[src/rtl/sald_map.svh]
`ifndef SALD_MAP_SVH
`define SALD_MAP_SVH

// register offsets
`define SALD_REG_BRIDGE      8'h00
`define SALD_REG_CHSTATE     8'h0F
`define SALD_REG_EN_GAIN     8'h15
`define SALD_REG_LB_CUR      8'h16
`define SALD_REG_IMP_CH1     8'h17
`define SALD_REG_IMP_CH2     8'h18
`define SALD_REG_IMP_CH3     8'h19
`define SALD_REG_IMP_CH4     8'h1A
`define SALD_REG_PHASE_HI    8'h1B
`define SALD_REG_PHASE_LO    8'h1C
`define SALD_REG_STIM_HI     8'h1D
`define SALD_REG_STIM_LO     8'h1E
`define SALD_REG_FREQ        8'h2A
`define SALD_REG_LO_CTRL     8'h30
`define SALD_REG_LO_STAT     8'h31
`define SALD_REG_REFA_HI     8'h32
`define SALD_REG_REFA_LO     8'h33
`define SALD_REG_REFB_HI     8'h34
`define SALD_REG_REFB_LO     8'h35

// field positions
`define SALD_BIT_LOOPBACK    7
`define SALD_BIT_CUR20       2
`define SALD_BIT_GAIN_A      7
`define SALD_BIT_GAIN_B      5
`define SALD_BIT_LO_EN       0
`define SALD_BIT_BLOCKED     7

// reset values
`define SALD_RST_BRIDGE      8'h00
`define SALD_RST_EN_GAIN     8'h00
`define SALD_RST_LB_CUR      8'h00
`define SALD_RST_FREQ        8'h00
`define SALD_RST_LO_CTRL     8'h00

// channel state codes, two bits per channel, channel 1 in bits 7:6
`define SALD_CS_HIZ          2'h1
`define SALD_CS_DIAG         2'h3

// timing
`define SALD_CLK_HZ          250000000
`define SALD_F_BASE_HZ       18750
`define SALD_HALF_BASE       (`SALD_CLK_HZ / `SALD_F_BASE_HZ / 2)
`define SALD_AC_PERIODS      8
`define SALD_RETEST_MS       200
`define SALD_I2C_ADDR        7'h2C

`endif

[src/rtl/sald_pkg.sv]
package sald_pkg;

    typedef enum logic [2:0] {
        SALD_I_IDLE,
        SALD_I_ADDR,
        SALD_I_ACK,
        SALD_I_REG,
        SALD_I_WR,
        SALD_I_RD,
        SALD_I_RACK
    } sald_i2c_st_t;

    typedef enum logic [1:0] {
        SALD_AC_IDLE,
        SALD_AC_RUN,
        SALD_AC_DONE
    } sald_ac_st_t;

    typedef struct packed {
        logic uv;
        logic ov;
        logic ot;
        logic resp;
    } sald_ana_t;

    typedef struct packed {
        logic [3:0] open_load;
        logic       done;
    } sald_dc_t;

endpackage

[src/rtl/sald_core.sv]
// Function
// - with line-output enable set, open-load channels get a line-output check
// - ac test drives own stimulus, reports phase and impedance in registers
// - undervoltage, overvoltage or overtemperature aborts a running ac test
// - after an abort, ac tests are refused until a dc diagnostic completes
// - bit 7 of 0x16 selects internal loopback for reference phase
// - reference kept for channels 1 and 3; 2 uses 1, 4 uses 3
// - test frequency from 0x2A; reset value selects 18.75 kHz
// - bits 3..0 of 0x15 start channels 1..4; host clears afterwards
// - phase is 16 bits, high byte 0x1B, low byte 0x1C
// - stimulus period count, high byte 0x1D, low byte 0x1E
// - 0x0F shows channel going from ac diagnostic to high impedance
// - phase result is stored as the channel of a completed test enters high impedance
// - load measurement captures one impedance code per channel, 0x17..0x1A
// - 0x15 bits 7 and 5 select gain 4; 0x16 bit 2 selects 20 mA
// - impedance equals code times 2.371 mV over gain times current
`timescale 1ns/1ps
`include "sald_map.svh"
module sald_core (
    // clock and reset
    input  wire logic             i_ref_clk,
    input  wire logic             i_nrst,
    // i2c pins
    input  wire logic             i_scl,
    input  wire logic             i_sda,
    output logic                  o_sda_out,
    output logic                  o_sda_oe,
    // analog front end
    input  wire sald_pkg::sald_ana_t i_ana,
    input  wire logic [7:0]       i_mag_code,
    output logic                  o_stim,
    output logic                  o_loopback,
    output logic                  o_gain4,
    output logic                  o_cur20,
    // dc diagnostic and channel control
    input  wire sald_pkg::sald_dc_t  i_dc,
    input  wire logic [7:0]       i_chan_state,
    input  wire logic             i_lo_done,
    input  wire logic             i_lo_present,
    output logic [3:0]            o_lo_req,
    output logic [7:0]            o_bridge_cfg
);
    sald_pkg::sald_ana_t  ana;
    sald_pkg::sald_i2c_st_t ist_ff;
    sald_pkg::sald_i2c_st_t ack_nxt_ff;
    sald_pkg::sald_ac_st_t  ast_ff;
    logic [1:0]  pins;
    logic        scl;
    logic        sda;
    logic        scl_q_ff;
    logic        sda_q_ff;
    logic [7:0]  sh_ff;
    logic [2:0]  cnt_ff;
    logic        rw_ff;
    logic        ackph_ff;
    logic        mack_ff;
    logic        oe_ff;
    logic [7:0]  ptr_ff;
    logic [7:0]  bridge_ff;
    logic [7:0]  en_gain_ff;
    logic [7:0]  lb_cur_ff;
    logic [7:0]  freq_ff;
    logic [7:0]  lo_ctrl_ff;
    logic [3:0]  lo_req_ff;
    logic [3:0]  lo_res_ff;
    logic        blocked_ff;
    logic [3:0]  en_q_ff;
    logic [1:0]  ch_ff;
    logic        lb_run_ff;
    logic [15:0] half_ff;
    logic [15:0] hcnt_ff;
    logic [15:0] pcnt_ff;
    logic [2:0]  per_ff;
    logic        stim_ff;
    logic        resp_q_ff;
    logic        got_ph_ff;
    logic [15:0] meas_ff;
    logic [15:0] phase_ff;
    logic [15:0] stim_cnt_ff;
    logic [15:0] ref_ff [2];
    logic [7:0]  imp_ff [4];
    logic [7:0]  rdata;
    logic [7:0]  chstate;

    sald_sync3 #(.W(2)) u_pin_sync (
        .i_ref_clk (i_ref_clk),
        .i_nrst    (i_nrst),
        // inverted so the reset level matches the idle bus
        .i_async   (~{i_scl, i_sda}),
        .o_level   (pins)
    );

    sald_sync3 #(.W(4)) u_ana_sync (
        .i_ref_clk (i_ref_clk),
        .i_nrst    (i_nrst),
        .i_async   (i_ana),
        .o_level   (ana)
    );

    assign scl = ~pins[1];
    assign sda = ~pins[0];

    wire start    = scl & scl_q_ff & sda_q_ff & ~sda;
    wire stop     = scl & scl_q_ff & ~sda_q_ff & sda;
    wire scl_rise = scl & ~scl_q_ff;
    wire scl_fall = ~scl & scl_q_ff;
    wire [7:0] byte_in = {sh_ff[6:0], sda};
    wire byte_end = scl_rise & (cnt_ff == 3'h7);
    wire wr_stb   = (ist_ff == sald_pkg::SALD_I_WR) & byte_end;

    // i2c target: open drain, only ever pulls low
    always_ff @(posedge i_ref_clk or negedge i_nrst) begin
        if (!i_nrst) begin
            ist_ff     <= sald_pkg::SALD_I_IDLE;
            ack_nxt_ff <= sald_pkg::SALD_I_IDLE;
            scl_q_ff   <= 1'b1;
            sda_q_ff   <= 1'b1;
            sh_ff      <= 8'h00;
            cnt_ff     <= 3'h0;
            rw_ff      <= 1'b0;
            ackph_ff   <= 1'b0;
            mack_ff    <= 1'b0;
            oe_ff      <= 1'b0;
            ptr_ff     <= 8'h00;
        end else begin
            scl_q_ff <= scl;
            sda_q_ff <= sda;
            if (scl_rise) begin
                sh_ff  <= byte_in;
                cnt_ff <= cnt_ff + 3'h1;
            end
            if (start) begin
                ist_ff <= sald_pkg::SALD_I_ADDR;
                cnt_ff <= 3'h0;
                oe_ff  <= 1'b0;
            end else if (stop) begin
                ist_ff <= sald_pkg::SALD_I_IDLE;
                oe_ff  <= 1'b0;
            end else begin
                unique case (ist_ff)
                    sald_pkg::SALD_I_IDLE: begin
                        oe_ff <= 1'b0;
                    end
                    sald_pkg::SALD_I_ADDR: begin
                        if (byte_end) begin
                            rw_ff      <= sda;
                            ackph_ff   <= 1'b0;
                            ack_nxt_ff <= sda ? sald_pkg::SALD_I_RD : sald_pkg::SALD_I_REG;
                            ist_ff     <= (sh_ff[6:0] == `SALD_I2C_ADDR) ?
                                          sald_pkg::SALD_I_ACK : sald_pkg::SALD_I_IDLE;
                        end
                    end
                    sald_pkg::SALD_I_ACK: begin
                        if (scl_fall && !ackph_ff) begin
                            oe_ff    <= 1'b1;
                            ackph_ff <= 1'b1;
                        end else if (scl_fall) begin
                            ist_ff <= ack_nxt_ff;
                            cnt_ff <= 3'h0;
                            sh_ff  <= rdata;
                            oe_ff  <= (ack_nxt_ff == sald_pkg::SALD_I_RD) ? ~rdata[7] : 1'b0;
                        end
                    end
                    sald_pkg::SALD_I_REG, sald_pkg::SALD_I_WR: begin
                        if (byte_end) begin
                            ptr_ff     <= (ist_ff == sald_pkg::SALD_I_REG) ? byte_in
                                                                            : ptr_ff + 8'h01;
                            ackph_ff   <= 1'b0;
                            ack_nxt_ff <= sald_pkg::SALD_I_WR;
                            ist_ff     <= sald_pkg::SALD_I_ACK;
                        end
                    end
                    sald_pkg::SALD_I_RD: begin
                        // already shifted on the rise
                        if (scl_fall) begin
                            oe_ff <= ~sh_ff[7];
                        end
                        if (byte_end) begin
                            ackph_ff <= 1'b0;
                            ist_ff   <= sald_pkg::SALD_I_RACK;
                        end
                    end
                    sald_pkg::SALD_I_RACK: begin
                        if (scl_fall && !ackph_ff) begin
                            oe_ff    <= 1'b0;
                            ackph_ff <= 1'b1;
                        end else if (scl_rise) begin
                            mack_ff <= ~sda;
                            if (!sda) begin
                                ptr_ff <= ptr_ff + 8'h01;
                            end
                        end else if (scl_fall) begin
                            cnt_ff <= 3'h0;
                            sh_ff  <= rdata;
                            oe_ff  <= mack_ff & ~rdata[7];
                            ist_ff <= mack_ff ? sald_pkg::SALD_I_RD : sald_pkg::SALD_I_IDLE;
                        end
                    end
                    default: begin
                        ist_ff <= sald_pkg::SALD_I_IDLE;
                    end
                endcase
            end
        end
    end

    // host register writes
    always_ff @(posedge i_ref_clk or negedge i_nrst) begin
        if (!i_nrst) begin
            bridge_ff  <= `SALD_RST_BRIDGE;
            en_gain_ff <= `SALD_RST_EN_GAIN;
            lb_cur_ff  <= `SALD_RST_LB_CUR;
            freq_ff    <= `SALD_RST_FREQ;
            lo_ctrl_ff <= `SALD_RST_LO_CTRL;
        end else if (wr_stb) begin
            if (ptr_ff == `SALD_REG_BRIDGE)  bridge_ff  <= byte_in;
            if (ptr_ff == `SALD_REG_EN_GAIN) en_gain_ff <= byte_in;
            if (ptr_ff == `SALD_REG_LB_CUR)  lb_cur_ff  <= byte_in;
            if (ptr_ff == `SALD_REG_FREQ)    freq_ff    <= byte_in;
            if (ptr_ff == `SALD_REG_LO_CTRL) lo_ctrl_ff <= byte_in;
        end
    end

    wire [3:0] en_rise   = en_gain_ff[3:0] & ~en_q_ff;
    wire       one_hot   = (en_rise != 4'h0) && ((en_rise & (en_rise - 4'h1)) == 4'h0);
    wire [1:0] rise_idx  = en_rise[3] ? 2'd3 : en_rise[2] ? 2'd2 : en_rise[1] ? 2'd1 : 2'd0;
    wire       ac_start  = (ast_ff == sald_pkg::SALD_AC_IDLE) & one_hot & ~blocked_ff;
    wire       fault     = ana.uv | ana.ov | ana.ot;
    wire       half_end  = (hcnt_ff == half_ff - 16'h0001);
    wire       last_edge = half_end & stim_ff & (per_ff == 3'(`SALD_AC_PERIODS - 1));
    wire       resp_rise = ana.resp & ~resp_q_ff;
    // channels 1,2 share pair a; 3,4 share pair b
    wire       pair_b    = ~ch_ff[1];
    wire [15:0] half_sel = 16'(`SALD_HALF_BASE) >> freq_ff[1:0];

    always_ff @(posedge i_ref_clk or negedge i_nrst) begin
        if (!i_nrst) begin
            ast_ff      <= sald_pkg::SALD_AC_IDLE;
            en_q_ff     <= 4'h0;
            ch_ff       <= 2'd0;
            lb_run_ff   <= 1'b0;
            half_ff     <= 16'h0001;
            hcnt_ff     <= 16'h0000;
            pcnt_ff     <= 16'h0000;
            per_ff      <= 3'h0;
            stim_ff     <= 1'b0;
            resp_q_ff   <= 1'b0;
            got_ph_ff   <= 1'b0;
            meas_ff     <= 16'h0000;
            phase_ff    <= 16'h0000;
            stim_cnt_ff <= 16'h0000;
            ref_ff      <= '{default: 16'h0000};
            imp_ff      <= '{default: 8'h00};
        end else begin
            en_q_ff   <= en_gain_ff[3:0];
            resp_q_ff <= ana.resp;
            unique case (ast_ff)
                sald_pkg::SALD_AC_IDLE: begin
                    if (ac_start) begin
                        ch_ff     <= rise_idx;
                        lb_run_ff <= lb_cur_ff[`SALD_BIT_LOOPBACK];
                        half_ff   <= half_sel;
                        hcnt_ff   <= 16'h0000;
                        pcnt_ff   <= 16'h0000;
                        per_ff    <= 3'h0;
                        stim_ff   <= 1'b1;
                        got_ph_ff <= 1'b0;
                        ast_ff    <= sald_pkg::SALD_AC_RUN;
                    end
                end
                sald_pkg::SALD_AC_RUN: begin
                    hcnt_ff <= half_end ? 16'h0000 : hcnt_ff + 16'h0001;
                    pcnt_ff <= (half_end & ~stim_ff) ? 16'h0000 : pcnt_ff + 16'h0001;
                    if (half_end) begin
                        stim_ff <= ~stim_ff;
                        if (!stim_ff) begin
                            per_ff    <= per_ff + 3'h1;
                            got_ph_ff <= 1'b0;
                        end
                    end
                    if (resp_rise && !got_ph_ff) begin
                        meas_ff   <= pcnt_ff;
                        got_ph_ff <= 1'b1;
                    end
                    if (fault) begin
                        stim_ff <= 1'b0;
                        ast_ff  <= sald_pkg::SALD_AC_DONE;
                    end else if (last_edge) begin
                        stim_ff <= 1'b0;
                        ast_ff  <= sald_pkg::SALD_AC_DONE;
                        // stored on entry to high impedance
                        phase_ff    <= meas_ff;
                        stim_cnt_ff <= {half_ff[14:0], 1'b0};
                        if (lb_run_ff) begin
                            ref_ff[pair_b] <= meas_ff;
                        end else begin
                            imp_ff[ch_ff] <= i_mag_code;
                        end
                    end
                end
                sald_pkg::SALD_AC_DONE: begin
                    if (!en_gain_ff[ch_ff]) begin
                        ast_ff <= sald_pkg::SALD_AC_IDLE;
                    end
                end
                default: begin
                    ast_ff <= sald_pkg::SALD_AC_IDLE;
                end
            endcase
        end
    end

    // abort lock and line-output check; a set of the lock or request beats a same-cycle clear
    always_ff @(posedge i_ref_clk or negedge i_nrst) begin
        if (!i_nrst) begin
            blocked_ff <= 1'b0;
            lo_req_ff  <= 4'h0;
            lo_res_ff  <= 4'h0;
        end else begin
            if ((ast_ff == sald_pkg::SALD_AC_RUN) && fault) begin
                blocked_ff <= 1'b1;
            end else if (i_dc.done) begin
                blocked_ff <= 1'b0;
            end
            if (i_dc.done && lo_ctrl_ff[`SALD_BIT_LO_EN]) begin
                lo_req_ff <= i_dc.open_load;
                lo_res_ff <= lo_res_ff & ~i_dc.open_load;
            end else if (i_lo_done) begin
                lo_res_ff <= lo_res_ff | (lo_req_ff & {4{i_lo_present}});
                lo_req_ff <= 4'h0;
            end
        end
    end

    // tested channel shows diag, then high impedance
    genvar g;
    generate
        for (g = 0; g < 4; g++) begin : g_cs
            wire mine = (ast_ff != sald_pkg::SALD_AC_IDLE) && (ch_ff == 2'(g));
            assign chstate[2*g+1:2*g] = !mine ? i_chan_state[2*g+1:2*g] :
                (ast_ff == sald_pkg::SALD_AC_RUN) ? `SALD_CS_DIAG : `SALD_CS_HIZ;
        end
    endgenerate

    // read selection, unmapped offsets read zero
    always_comb begin
        unique case (ptr_ff)
            `SALD_REG_BRIDGE:   rdata = bridge_ff;
            `SALD_REG_CHSTATE:  rdata = chstate;
            `SALD_REG_EN_GAIN:  rdata = en_gain_ff;
            `SALD_REG_LB_CUR:   rdata = lb_cur_ff;
            `SALD_REG_IMP_CH1:  rdata = imp_ff[3];
            `SALD_REG_IMP_CH2:  rdata = imp_ff[2];
            `SALD_REG_IMP_CH3:  rdata = imp_ff[1];
            `SALD_REG_IMP_CH4:  rdata = imp_ff[0];
            `SALD_REG_PHASE_HI: rdata = phase_ff[15:8];
            `SALD_REG_PHASE_LO: rdata = phase_ff[7:0];
            `SALD_REG_STIM_HI:  rdata = stim_cnt_ff[15:8];
            `SALD_REG_STIM_LO:  rdata = stim_cnt_ff[7:0];
            `SALD_REG_FREQ:     rdata = freq_ff;
            `SALD_REG_LO_CTRL:  rdata = lo_ctrl_ff;
            `SALD_REG_LO_STAT:  rdata = {blocked_ff, 3'h0, lo_res_ff};
            `SALD_REG_REFA_HI:  rdata = ref_ff[0][15:8];
            `SALD_REG_REFA_LO:  rdata = ref_ff[0][7:0];
            `SALD_REG_REFB_HI:  rdata = ref_ff[1][15:8];
            `SALD_REG_REFB_LO:  rdata = ref_ff[1][7:0];
            default:            rdata = 8'h00;
        endcase
    end

    assign o_sda_out    = 1'b0;
    assign o_sda_oe     = oe_ff;
    assign o_stim       = stim_ff;
    assign o_loopback   = lb_run_ff;
    assign o_gain4      = en_gain_ff[`SALD_BIT_GAIN_A] & en_gain_ff[`SALD_BIT_GAIN_B];
    assign o_cur20      = lb_cur_ff[`SALD_BIT_CUR20];
    assign o_lo_req     = lo_req_ff;
    assign o_bridge_cfg = bridge_ff;
endmodule

[src/rtl/sald_sync3.sv]
`timescale 1ns/1ps
module sald_sync3 #(
    parameter int W = 1
) (
    // clock and reset
    input  wire logic         i_ref_clk,
    input  wire logic         i_nrst,
    // async in, filtered out
    input  wire logic [W-1:0] i_async,
    output logic      [W-1:0] o_level
);
    logic [W-1:0] s1_ff;
    logic [W-1:0] s2_ff;
    logic [W-1:0] s3_ff;
    logic [W-1:0] lvl_ff;

    // a change counts only once stages two and three agree
    always_ff @(posedge i_ref_clk or negedge i_nrst) begin
        if (!i_nrst) begin
            s1_ff  <= '0;
            s2_ff  <= '0;
            s3_ff  <= '0;
            lvl_ff <= '0;
        end else begin
            s1_ff  <= i_async;
            s2_ff  <= s1_ff;
            s3_ff  <= s2_ff;
            lvl_ff <= (s2_ff & s3_ff) | (lvl_ff & (s2_ff | s3_ff));
        end
    end

    assign o_level = lvl_ff;
endmodule
[config.mk]
export PLATFORM = sky130hd
export DESIGN_NAME = sald_core
export DESIGN_NICKNAME = d
export VERILOG_FILES = /design/src/rtl/sald_pkg.sv /design/src/rtl/sald_core.sv /design/src/rtl/sald_sync3.sv
export VERILOG_INCLUDE_DIRS = /design/src /design/src/rtl
export SDC_FILE = /design/constraint.sdc
export NUM_CORES = 1
export LEC_CHECK = 0
export BUFFER_PORTS_ARGS = -buffer_cell sky130_fd_sc_hd__buf_2
export CORE_ASPECT_RATIO = 0.75
export CORE_MARGIN = 2
export CORE_UTILIZATION = 56
export DETAILED_ROUTE_END_ITERATION = 7
export MAX_ROUTING_LAYER = met4
export PLACE_DENSITY_LB_ADDON = 0.3
export SLEW_MARGIN = 15
export SYNTH_ARGS = -nofsm -noshare
export SYNTH_HDL_FRONTEND = slang
export SYNTH_SLANG_ARGS = --single-unit
[constraint.sdc]
create_clock -name i_ref_clk -period 3.32 [get_ports i_ref_clk]
set_clock_uncertainty 0.15 [all_clocks]
set_input_delay 0.332 -clock i_ref_clk [delete_from_list [all_inputs] [get_ports i_ref_clk]]
set_output_delay 0.332 -clock i_ref_clk [all_outputs]
set_load 0.02 [all_outputs]
Word level (Yosys, flattened, before mapping)
Cells that the tools add are included.

Input port bits: 31. Bits in latches: 0. RAM bits: 0. Bits in registers: 277. Logic and storage cells: 323. ROM bits: 0. Memories: 0.

Shift-type cells: 1. Div/mod/pow operators: 0. Bitwise gates (word level): 52. Add/subtract/negate cells: 7. Reductions and logical operators: 51. $mul: 0. Magnitude comparators: 5. Equal/unequal tests: 62. Multiplexer cells: 99.

Operators by type and width (count): $pmux 8 s19 (1); $mux 8 (13); $eq 8x5->1 const B (10); $mux 3 (24); $bwmux 32 (2); $mux 16 (4); $pmux 16 s2 (2); $eq 8x6->1 const B (7); $ne 4x4->1 const B (10); $add 16x1->16 const B (2); $pmux 8 s2 (2); $and 4x4->4 (6); $mux 2 (12); $mux 1 (23); $reduce_and 5->1 (4); $eq 3x3->1 const B (6); $pmux 3 s2 (3); $pmux 3 s6 (1); $and 1x1->1 (17); $demux 16 s1 (1); $demux 8 s2 (1); $eq 16x16->1 (1); $mux 4 (4); $ne 2x2->1 const B (8); 48 further kinds (113).

Depth between registers and ports, before layout
Gate-level depths: netlist of run 1.

Depth in word-level cells: 12. Depth in mapped cells: 11. Gate-level depth less buffers: 9.

Hierarchy
A second synthesis of run 1 with hierarchy kept.

Cells, all modules: 1221. Area, all modules: 13211.4 um^2.

By module, submodules not included: sald_core (cells each 1191, instances 1, area an instance 12543.3 um^2); sald_sync3 (u_ana_sync) (cells each 20, instances 1, area an instance 445.4 um^2); sald_sync3 (u_pin_sync) (cells each 10, instances 1, area an instance 222.7 um^2).

Worst setup path after synthesis of run 1
No wires, ideal clock.

Path type: reg-to-reg. Start point: reg half_ff[0]. End point: reg imp_ff[10] in the netlist's numbering. Stages on the path, launching flop included: 10. Arrival time: 2982 ps. Data required time: 3045 ps. Path buffers: 0. Path slack: 63 ps. Cells stage by stage: dfstp_2 > inv_1 > ha_1 > nor3b_1 > o21a_1 > or4b_4 > nor4_4 > nand4_4 > nor3b_4 > mux2_2.

Longest elaborated chain between the ends: 5.

Ends and longest elaborated chain: from (decl) (RTL line sald_core.sv:70) `logic [15:0] half_ff;`; from (signal assigned) (RTL line sald_core.sv:262) `half_ff <= half_sel;`; $sub 16x1->16 (RTL line sald_core.sv:229) `wire half_end = (hcnt_ff == half_ff - 16'h0001);`; $eq 16x16->1 (RTL line sald_core.sv:229); $and 1x1->1 (2 in a row) (RTL line sald_core.sv:230) `` wire last_edge = half_end & stim_ff & (per_ff == 3'(`SALD_AC_PERIODS - 1)); ``; $reduce_and 4->1 (no source line); to (signal, indexed assignment) (RTL line sald_core.sv:297) `imp_ff[ch_ff] <= i_mag_code;`; to (decl) (RTL line sald_core.sv:81) `logic [7:0] imp_ff [4];`.

No other way between the ends. A chain may end at the register's enable or synchronous reset.

Final worst setup path of run 1
Start point: reg half_ff[0]. End point: reg imp_ff[11] in the netlist's numbering.

The elaborated chain is that of the path after synthesis.

==> out/metrics.yaml, run 1 <==
outcome:
  status: "finished clean"
synthesis:
  yosysUniqueCellTypes: 81
  synth_edf_count: 0
  ys_seq_elements: 266
  yosys_warnings: 0
  netlist.area_leader.share: 0.499
  synth_ff_type: "dfrtp_1"
  syn_nets: 1282
  synthCells: 1235
  synth_area_leaders: "dfrtp_1, mux2_2, nand2_1, a21oi_1, o21ai_0"
  yosys-mux-area-fraction: 0.126
  synth_xor_area_frac: 0.0146
  yosysTopAreaCell: "dfrtp_1"
  synthArstFlopShare: 1.00
  synth_top_family_by_area: "compound AO/OA/AOI/OAI gates"
  synth_compound_area_frac: 0.160
  synth_area_per_cell_sq_um: 10.7
  yosysSeqAreaShare: 0.505
  synthAdderAreaFrac: 0.0197
  synth_area_sq_um: 13200
  yosys.area_share.simple: 0.141
layout:
  diodes: 0
  design_area_sq_um: 15300
  drive_gt1_frac: 0.233
  synthToLayoutAreaGrowth_pct: 16.4
  utilization: 0.665
  layout.nets: 1371
timing:
  max_freq_ghz: 0.315
  layout_setup_ws_ns: 0.148
  slew_headroom: 0.436
  tns_ns: 0
  finalHoldViolCount: 0
  post-route-period-util: 0.955
  tightest_slew_ns: 0.844
  min_period_ns: 3.17
  rsz0062_at_grt: "no"
  slew_viol_final: 0
  setup_viol: 0
power:
  power_leakage_nw: 7.14
  power_density_nw_per_um2: 464
  ir_worst_vdd_mv: 0.370
  p_total_w: 0.00713
critical_path:
  cp_cell_sequence: "inv_1 > ha_1 > nor3b_2 > o21a_1 > or4b_4 > nor4_4 > nand4_4 > nor3b_4 > buf_12 > mux2_2"
  cp_max_fo: 8
  setup.worst_path.end_class: "flop"
  cp_top_family: "simple AND/OR/NAND/NOR gates"
  reg2reg_depth: 10
  path_depth: 10
  slowest_delay_ns: 0.56
  cp.required_ns: 3.60
  path_buf_inv: 2
  cp-start-kind: "flop"
  crit_arrival_ns: 3.45
  critPathSlowestCell: "or4b_4"
  crit_type: "flop to flop"
global_route:
  grt_first_pass_wirelength_mm: 59.4
  antenna_found_initial: 0
  grt_pass1_vias: 9934
  grt_max_degree: 103
  met2_usage: 0.429
  top_usage_layer: "met1"
  grt_util_met3: 0.0894
  use_met1: 0.482
  grt-ovfl-total: 0
  grt_usage: 0.321
clocking:
  tritoncts: "done"
  clkTransAtPathRegs_ns: 0.06
  cts-htree-levels: 1
  cts-root-buf: "clkbuf_16"
  clock_latency_ns: 0.55
  cts_buffers: 27
  cts_buffer_depth: 3
  cts_num_sinks: 266
floorplanning:
  die_x_um: 181
  die_y_um: 137
  start_util: 0.572
  die_area_sq_um: 24800
  fp-row-count: 48
  num_io_pins: 49
  core_sq_um: 23100
min_path:
  worstHoldPathCells: 3
  hold_class: "primary input to flop"
routing:
  wl_mm: 37.9
  ant_nets: 0
  drc: 0
  vias: 10800
  wl_per_cell_um: 23.0
  drt-initial-drc-count: 1436
  drt_pass1_iterations: 8
  routed_via_density: 6.55
placement:
  hpwl_mm: 27.0
  gp_congestion: 0.979
  port_buffers: 47
  placed_area_sq_um: 14100
  pre_cts_slack_ns: 0.0213
flow_run:
  drv_cap: 0
[where the power goes]
| group | total (W) | internal, W | switching, W |
|---|---|---|---|
| Sequential | 0.00338 | 0.00330 | 0.0000783 |
| Combinational | 0.000363 | 0.000129 | 0.000234 |
| Clock | 0.00338 | 0.00207 | 0.00132 |
| Total | 0.00713 | 0.00550 | 0.00163 |
[cells by family (layout without fill, tap and decap cells)]
| logic type | Yosys count | after routing |
|---|---|---|
| DFF | 266 | 266 |
| other | 1 | 1 |
| xor gates and xnor gates | 22 | 22 |
| muxes | 147 | 147 |
| AOI/OAI and AO/OA | 313 | 313 |
| and+or+nand+nor | 354 | 354 |
| adders and majority gates | 22 | 22 |
| buffers and inverters | 110 | 220 |
[per-stage QoR]
step / hold slack [ns] / std cells
5_1_grt: 0.0189 / 1645
6_report: 0.0150 / 1645
4_1_cts: 0.00307 / 1645
3_5_place_dp: 0.186 / 1571
3_3_place_gp: 0.182 / 1571
2_1_floorplan: -0.114 / 1235
[synth_stat cells, types with 6 or more instances]
cell type and n:
a211oi_1 10, a21o_1 6, a21oi_1 70, a221oi_1 12, a222oi_1 8, a22o_1 24, a22oi_1 28, a31oi_1 26
and2_1 11, and3_1 18, buf_2 6, clkbuf_1 60, dfrtp_1 263, ha_1 16, inv_1 33, maj3_1 6
mux2_1 13, mux2_2 124, mux2i_1 9, nand2_1 114, nand2b_1 15, nand3_1 44, nand4_1 13, nor2_1 66
nor2b_1 11, nor3_1 20, o21ai_0 57, o22ai_1 15, xnor2_1 13, xor2_1 9
[worst min-delay path, delay by kind of cell]
family	cells	cell delay, ns
and+or+nand+nor	1	0.07
buffers and inverters	1	0.09
AOI/OAI and AO/OA	1	0.18
[what timing repair did]
action / 4_1_cts / 5_1_grt
resized for setup: 0 / 3
pin swaps: 0 / 3
hold buffers: 23 / 0
endpoints found under the hold margin: 144 / 0
endpoints found under the setup margin: 2 / 46
buffers inserted: 1 / 0
[state kept, by name, summed over array words and instances, names as in the netlist, 10 cells and up]
signal       cells
imp_ff          32
ref_ff          32
hcnt_ff         16
meas_ff         16
pcnt_ff         16
phase_ff        16
half_ff         10
stim_cnt_ff     10
[path summary, 6_finish.rpt]
path / start / to / slack, ns
max: half_ff[0] / imp_ff[11] / 0.15
min: i_lo_done / o_lo_req[3] / 0.01
max reg2reg: half_ff[0] / imp_ff[11] / 0.15
min reg2reg: u_ana_sync.s1_ff[0] / u_ana_sync.s2_ff[0] / 0.20
max in group asynchronous: i_nrst / scl_q_ff / 1.89
min in group asynchronous: i_nrst / hcnt_ff[13] / 0.24
[cell type report]
type,count,area (sq um)
timing repair buffer,137,1080
multi-input combinational,859,6100
clock inverter,13,211
tap,300,375
inverter,33,124
sequential,266,6660
clock buffer,37,793
fill,1739,7710
[cells in the final DEF (no fill, tap or decap), types with 25 or more instances in the layout]
cell type  instances
a21oi_1           69
a22oi_1           28
a31oi_1           25
buf_2             46
buf_4             59
clkbuf_16         27
dfrtp_1          262
inv_1             33
mux2_2           124
nand2_1          114
nand3_1           44
nor2_1            66
o21ai_0           57
[metal layers]
metal  up-vias  part of all wire
met2       585              0.42
met1      5390              0.45
met5         -                 0
li1       4733                 -
met3        68              0.11
met4         0             0.021
Note: power is estimated with default switching activity, not from simulation.
==> run 2, diff against run 1 <==
--- a/config.mk
+++ b/config.mk
@@ -7,6 +7,7 @@
 export NUM_CORES = 1
 export LEC_CHECK = 0
 export BUFFER_PORTS_ARGS = -buffer_cell sky130_fd_sc_hd__buf_2
+export CAP_MARGIN = 10
 export CORE_ASPECT_RATIO = 0.75
 export CORE_MARGIN = 2
 export CORE_UTILIZATION = 56
@@ -16,4 +17,5 @@
 export SLEW_MARGIN = 15
 export SYNTH_ARGS = -nofsm -noshare
 export SYNTH_HDL_FRONTEND = slang
+export SYNTH_HIERARCHICAL = 1
 export SYNTH_SLANG_ARGS = --single-unit
==> constraint.sdc (replaced) <==
create_clock -name i_ref_clk -period 2.6 [get_ports i_ref_clk]
set_clock_uncertainty 0.15 [all_clocks]
set_input_delay 0.26 -clock i_ref_clk [delete_from_list [all_inputs] [get_ports i_ref_clk]]
set_output_delay 0.26 -clock i_ref_clk [all_outputs]
set_load 0.02 [all_outputs]
==> out/metrics.yaml, run 2 <==
outcome:
  status: "complete, but fails checks"
  violations: "negative setup slack"
global_route:
  grt_first_pass_wirelength_mm: 63.7
  grt_pass1_vias: 10600
  grt_usage: 0.346
  grt_max_degree: 76
  grt-ovfl-total: 0
  antenna_found_initial: 0
floorplanning:
  die_area_sq_um: 24800
  core_sq_um: 23100
  die_x_um: 181
  start_util: 0.573
  die_y_um: 137
  fp-row-count: 48
  num_io_pins: 49
timing:
  slew_viol_final: 0
  min_period_ns: 3.07
  setup_viol: 127
  slew_headroom: 0.548
  rsz0062_at_grt: "yes"
  post-route-period-util: 1.18
  finalHoldViolCount: 0
  tightest_slew_ns: 0.673
  fin_hold_ws_ns: 0.0263
  layout_setup_ws_ns: -0.472
  max_freq_ghz: 0.326
  tns_ns: -43.83
synthesis:
  yosysTopAreaCell: "dfrtp_1"
  yosysUniqueCellTypes: 78
  ys_seq_elements: 266
  syn_nets: 1268
  yosysSeqAreaShare: 0.504
  synth_edf_count: 0
  synthAdderAreaFrac: 0.0203
  yosys.area_share.simple: 0.133
  synth_area_sq_um: 13200
  synth_area_leaders: "dfrtp_1, mux2_2, nand2_1, clkbuf_1, nand3_1"
  yosys-mux-area-fraction: 0.136
  synthArstFlopShare: 1.00
  synth_top_family_by_area: "compound AO/OA/AOI/OAI gates"
  synth_compound_area_frac: 0.151
  yosys_warnings: 6
  synth_area_per_cell_sq_um: 10.8
  synthTopCellsByCount: "dfrtp_1, mux2_2, nand2_1"
  synthCells: 1221
  synth_xor_area_frac: 0.0184
  netlist.area_leader.share: 0.498
  synthMostInstantiatedCell: "dfrtp_1"
  synth_ff_type: "dfrtp_1"
critical_path:
  critPathSlowestCell: "dfrtp_1"
  crit_start: "half_ff[1]"
  r2r-start: "half_ff[1]"
  regToRegEndpoint: "ref_ff[3]"
  crit_type: "flop to flop"
  cp_cell_sequence: "inv_2 > ha_4 > nor2b_4 > buf_6 > and3_4 > o22ai_2 > nor4_4 > o2111ai_4 > buf_12 > nor3b_4 > buf_4 > buf_12 > mux2_4"
  reg2reg_depth: 13
  cp-start-kind: "flop"
  crit_arrival_ns: 3.37
  r2r_slack_ns: -0.47
  slowest_delay_ns: 0.39
  setup.worst_path.end_class: "flop"
  cp_common_cell: "buf_12"
  cp.required_ns: 2.90
  cp_max_fo: 8
layout:
  synthToLayoutAreaGrowth_pct: 29.5
  final_cell_mix: "dfrtp_1, buf_4, nand2_1"
  stdcell_count: 1755
  diodes: 0
  layout.nets: 1484
  drive_gt1_frac: 0.369
  final_common_cell: "dfrtp_1"
  reg_top3: "imp_ff: 32 flops, ref_ff: 32 flops"
power:
  clkPwrFrac: 0.439
  power_density_nw_per_um2: 524
  power_leakage_nw: 7.86
  switching_share: 0.247
  p_seq_frac: 0.493
  p_int_w: 0.00675
  pwr-share-comb: 0.068
  p_switching_w: 0.00221
  ir_worst_vdd_mv: 0.513
min_path:
  worstHoldPathCells: 5
  min_from: "i_lo_present"
  hold_class: "primary input to flop"
  whs_endpoint: "lo_res_ff[3]"
routing:
  ant_nets: 0
  drt-initial-drc-count: 1316
  drt_pass1_iterations: 8
  routed_via_density: 6.33
  wl_per_cell_um: 23.7
  vias: 11100
  drc: 0
  wl_mm: 41.6
clocking:
  clock_latency_ns: 0.56
  tritoncts: "done"
  cts_buffer_depth: 3
  cts-htree-levels: 1
  cts_buffers: 26
  clkTransAtPathRegs_ns: 0.06
  cts-root-buf: "clkbuf_16"
  cts_num_sinks: 266
placement:
  port_buffers: 47
  gp_congestion: 1.05
  hpwl_mm: 29.2
  placedCellCount: 1657
flow_run:
  drv_cap: 0
-- run 2: changes by cell type in the layout (fill, tap and decap cells not counted), moves of 8 or more --
cell and delta:
o21ai_0 -19, mux2_2 -44, nand2_1 -8, buf_6 +20
mux2_1 -13, a31oi_4 +9, xor2_1 +8, a31oi_1 -8
mux2_4 +61, buf_4 +106, a21oi_1 -25, nor3_1 -8
-- run 2: what timing repair did --
item / CTS / global route
pin swaps: 22 / 18
cloned: 3 / 1
hold endpoints to repair: 118 / 0
setup buffers: 10 / 14
hold buffers: 24 / 0
resized for setup: 70 / 58
setup endpoints to repair: 132 / 140
-- run 2: power groups by stage --
| stage | registers (W) | clock network, W | logic, W |
|---|---|---|---|
| finish | 0.00442 | 0.00394 | 0.000611 |
| detailed placement | 0.00448 | 0 | 0.000575 |
| global placement | 0.00448 | 0 | 0.000559 |
| CTS | 0.00441 | 0.00398 | 0.000605 |
| floorplan | 0.00438 | 0 | 0.000350 |
| global route | 0.00443 | 0.00413 | 0.000672 |
-- run 2: final cells by class --
class / count / area [sq um]
sequential: 266 / 6670
timing repair buffer: 271 / 2260
clock inverter: 14 / 181
inverter: 37 / 139
fill: 1543 / 5960
clock buffer: 32 / 713
multi-input combinational: 835 / 6770
tap: 300 / 375
-- run 2: how the worst max path moves through the flow --
stage,to,slack [ns]
after global placement,imp_ff[29],-0.45
after global routing,ref_ff[3],-0.55
after CTS,ref_ff[14],-0.41
after detailed placement,imp_ff[31],-0.50
final,ref_ff[3],-0.47
after floorplan,ref_ff[10],-0.42
-- run 2: per-layer routing --
metal  wire (um)  vias up  global-route usage
li1            -     4919                   -
met1       18900     5523               0.511
met2       17800      587               0.495
met3        3970       80              0.0657
met4         952        0              0.0799
met5           0        -                   -
-- run 2: kinds of logic after synthesis --
group,count (synthesis)
XOR/XNOR,26
other,1
flip-flops,266
adder cells (fa/ha/maj),22
buffers and inverters,120
AND/OR/NAND/NOR,345
AO/OA/AOI/OAI,284
multiplexers,157
-- run 2: metrics by stage --
stage	instance area [sq um]	util	total power, W	setup WS [ns]
finish	17100	0.742	0.00896	-0.472
global route	17100	0.742	0.00923	-0.547
CTS	16700	0.725	0.00899	-0.407
detailed placement	15100	0.656	0.00506	-0.498
global placement	15100	0.656	0.00504	-0.454
floorplan	13400	-	0.00473	-0.418
-- run 2: critical path: cells and delay by family (launching register included) --
family	cells	cell delay, ns
AND/OR/NAND/NOR	4	0.95
AO/OA/AOI/OAI	2	0.31
adder cells (fa/ha/maj)	1	0.16
buffers and inverters	5	0.68
flip-flops	1	0.39
multiplexers	1	0.31
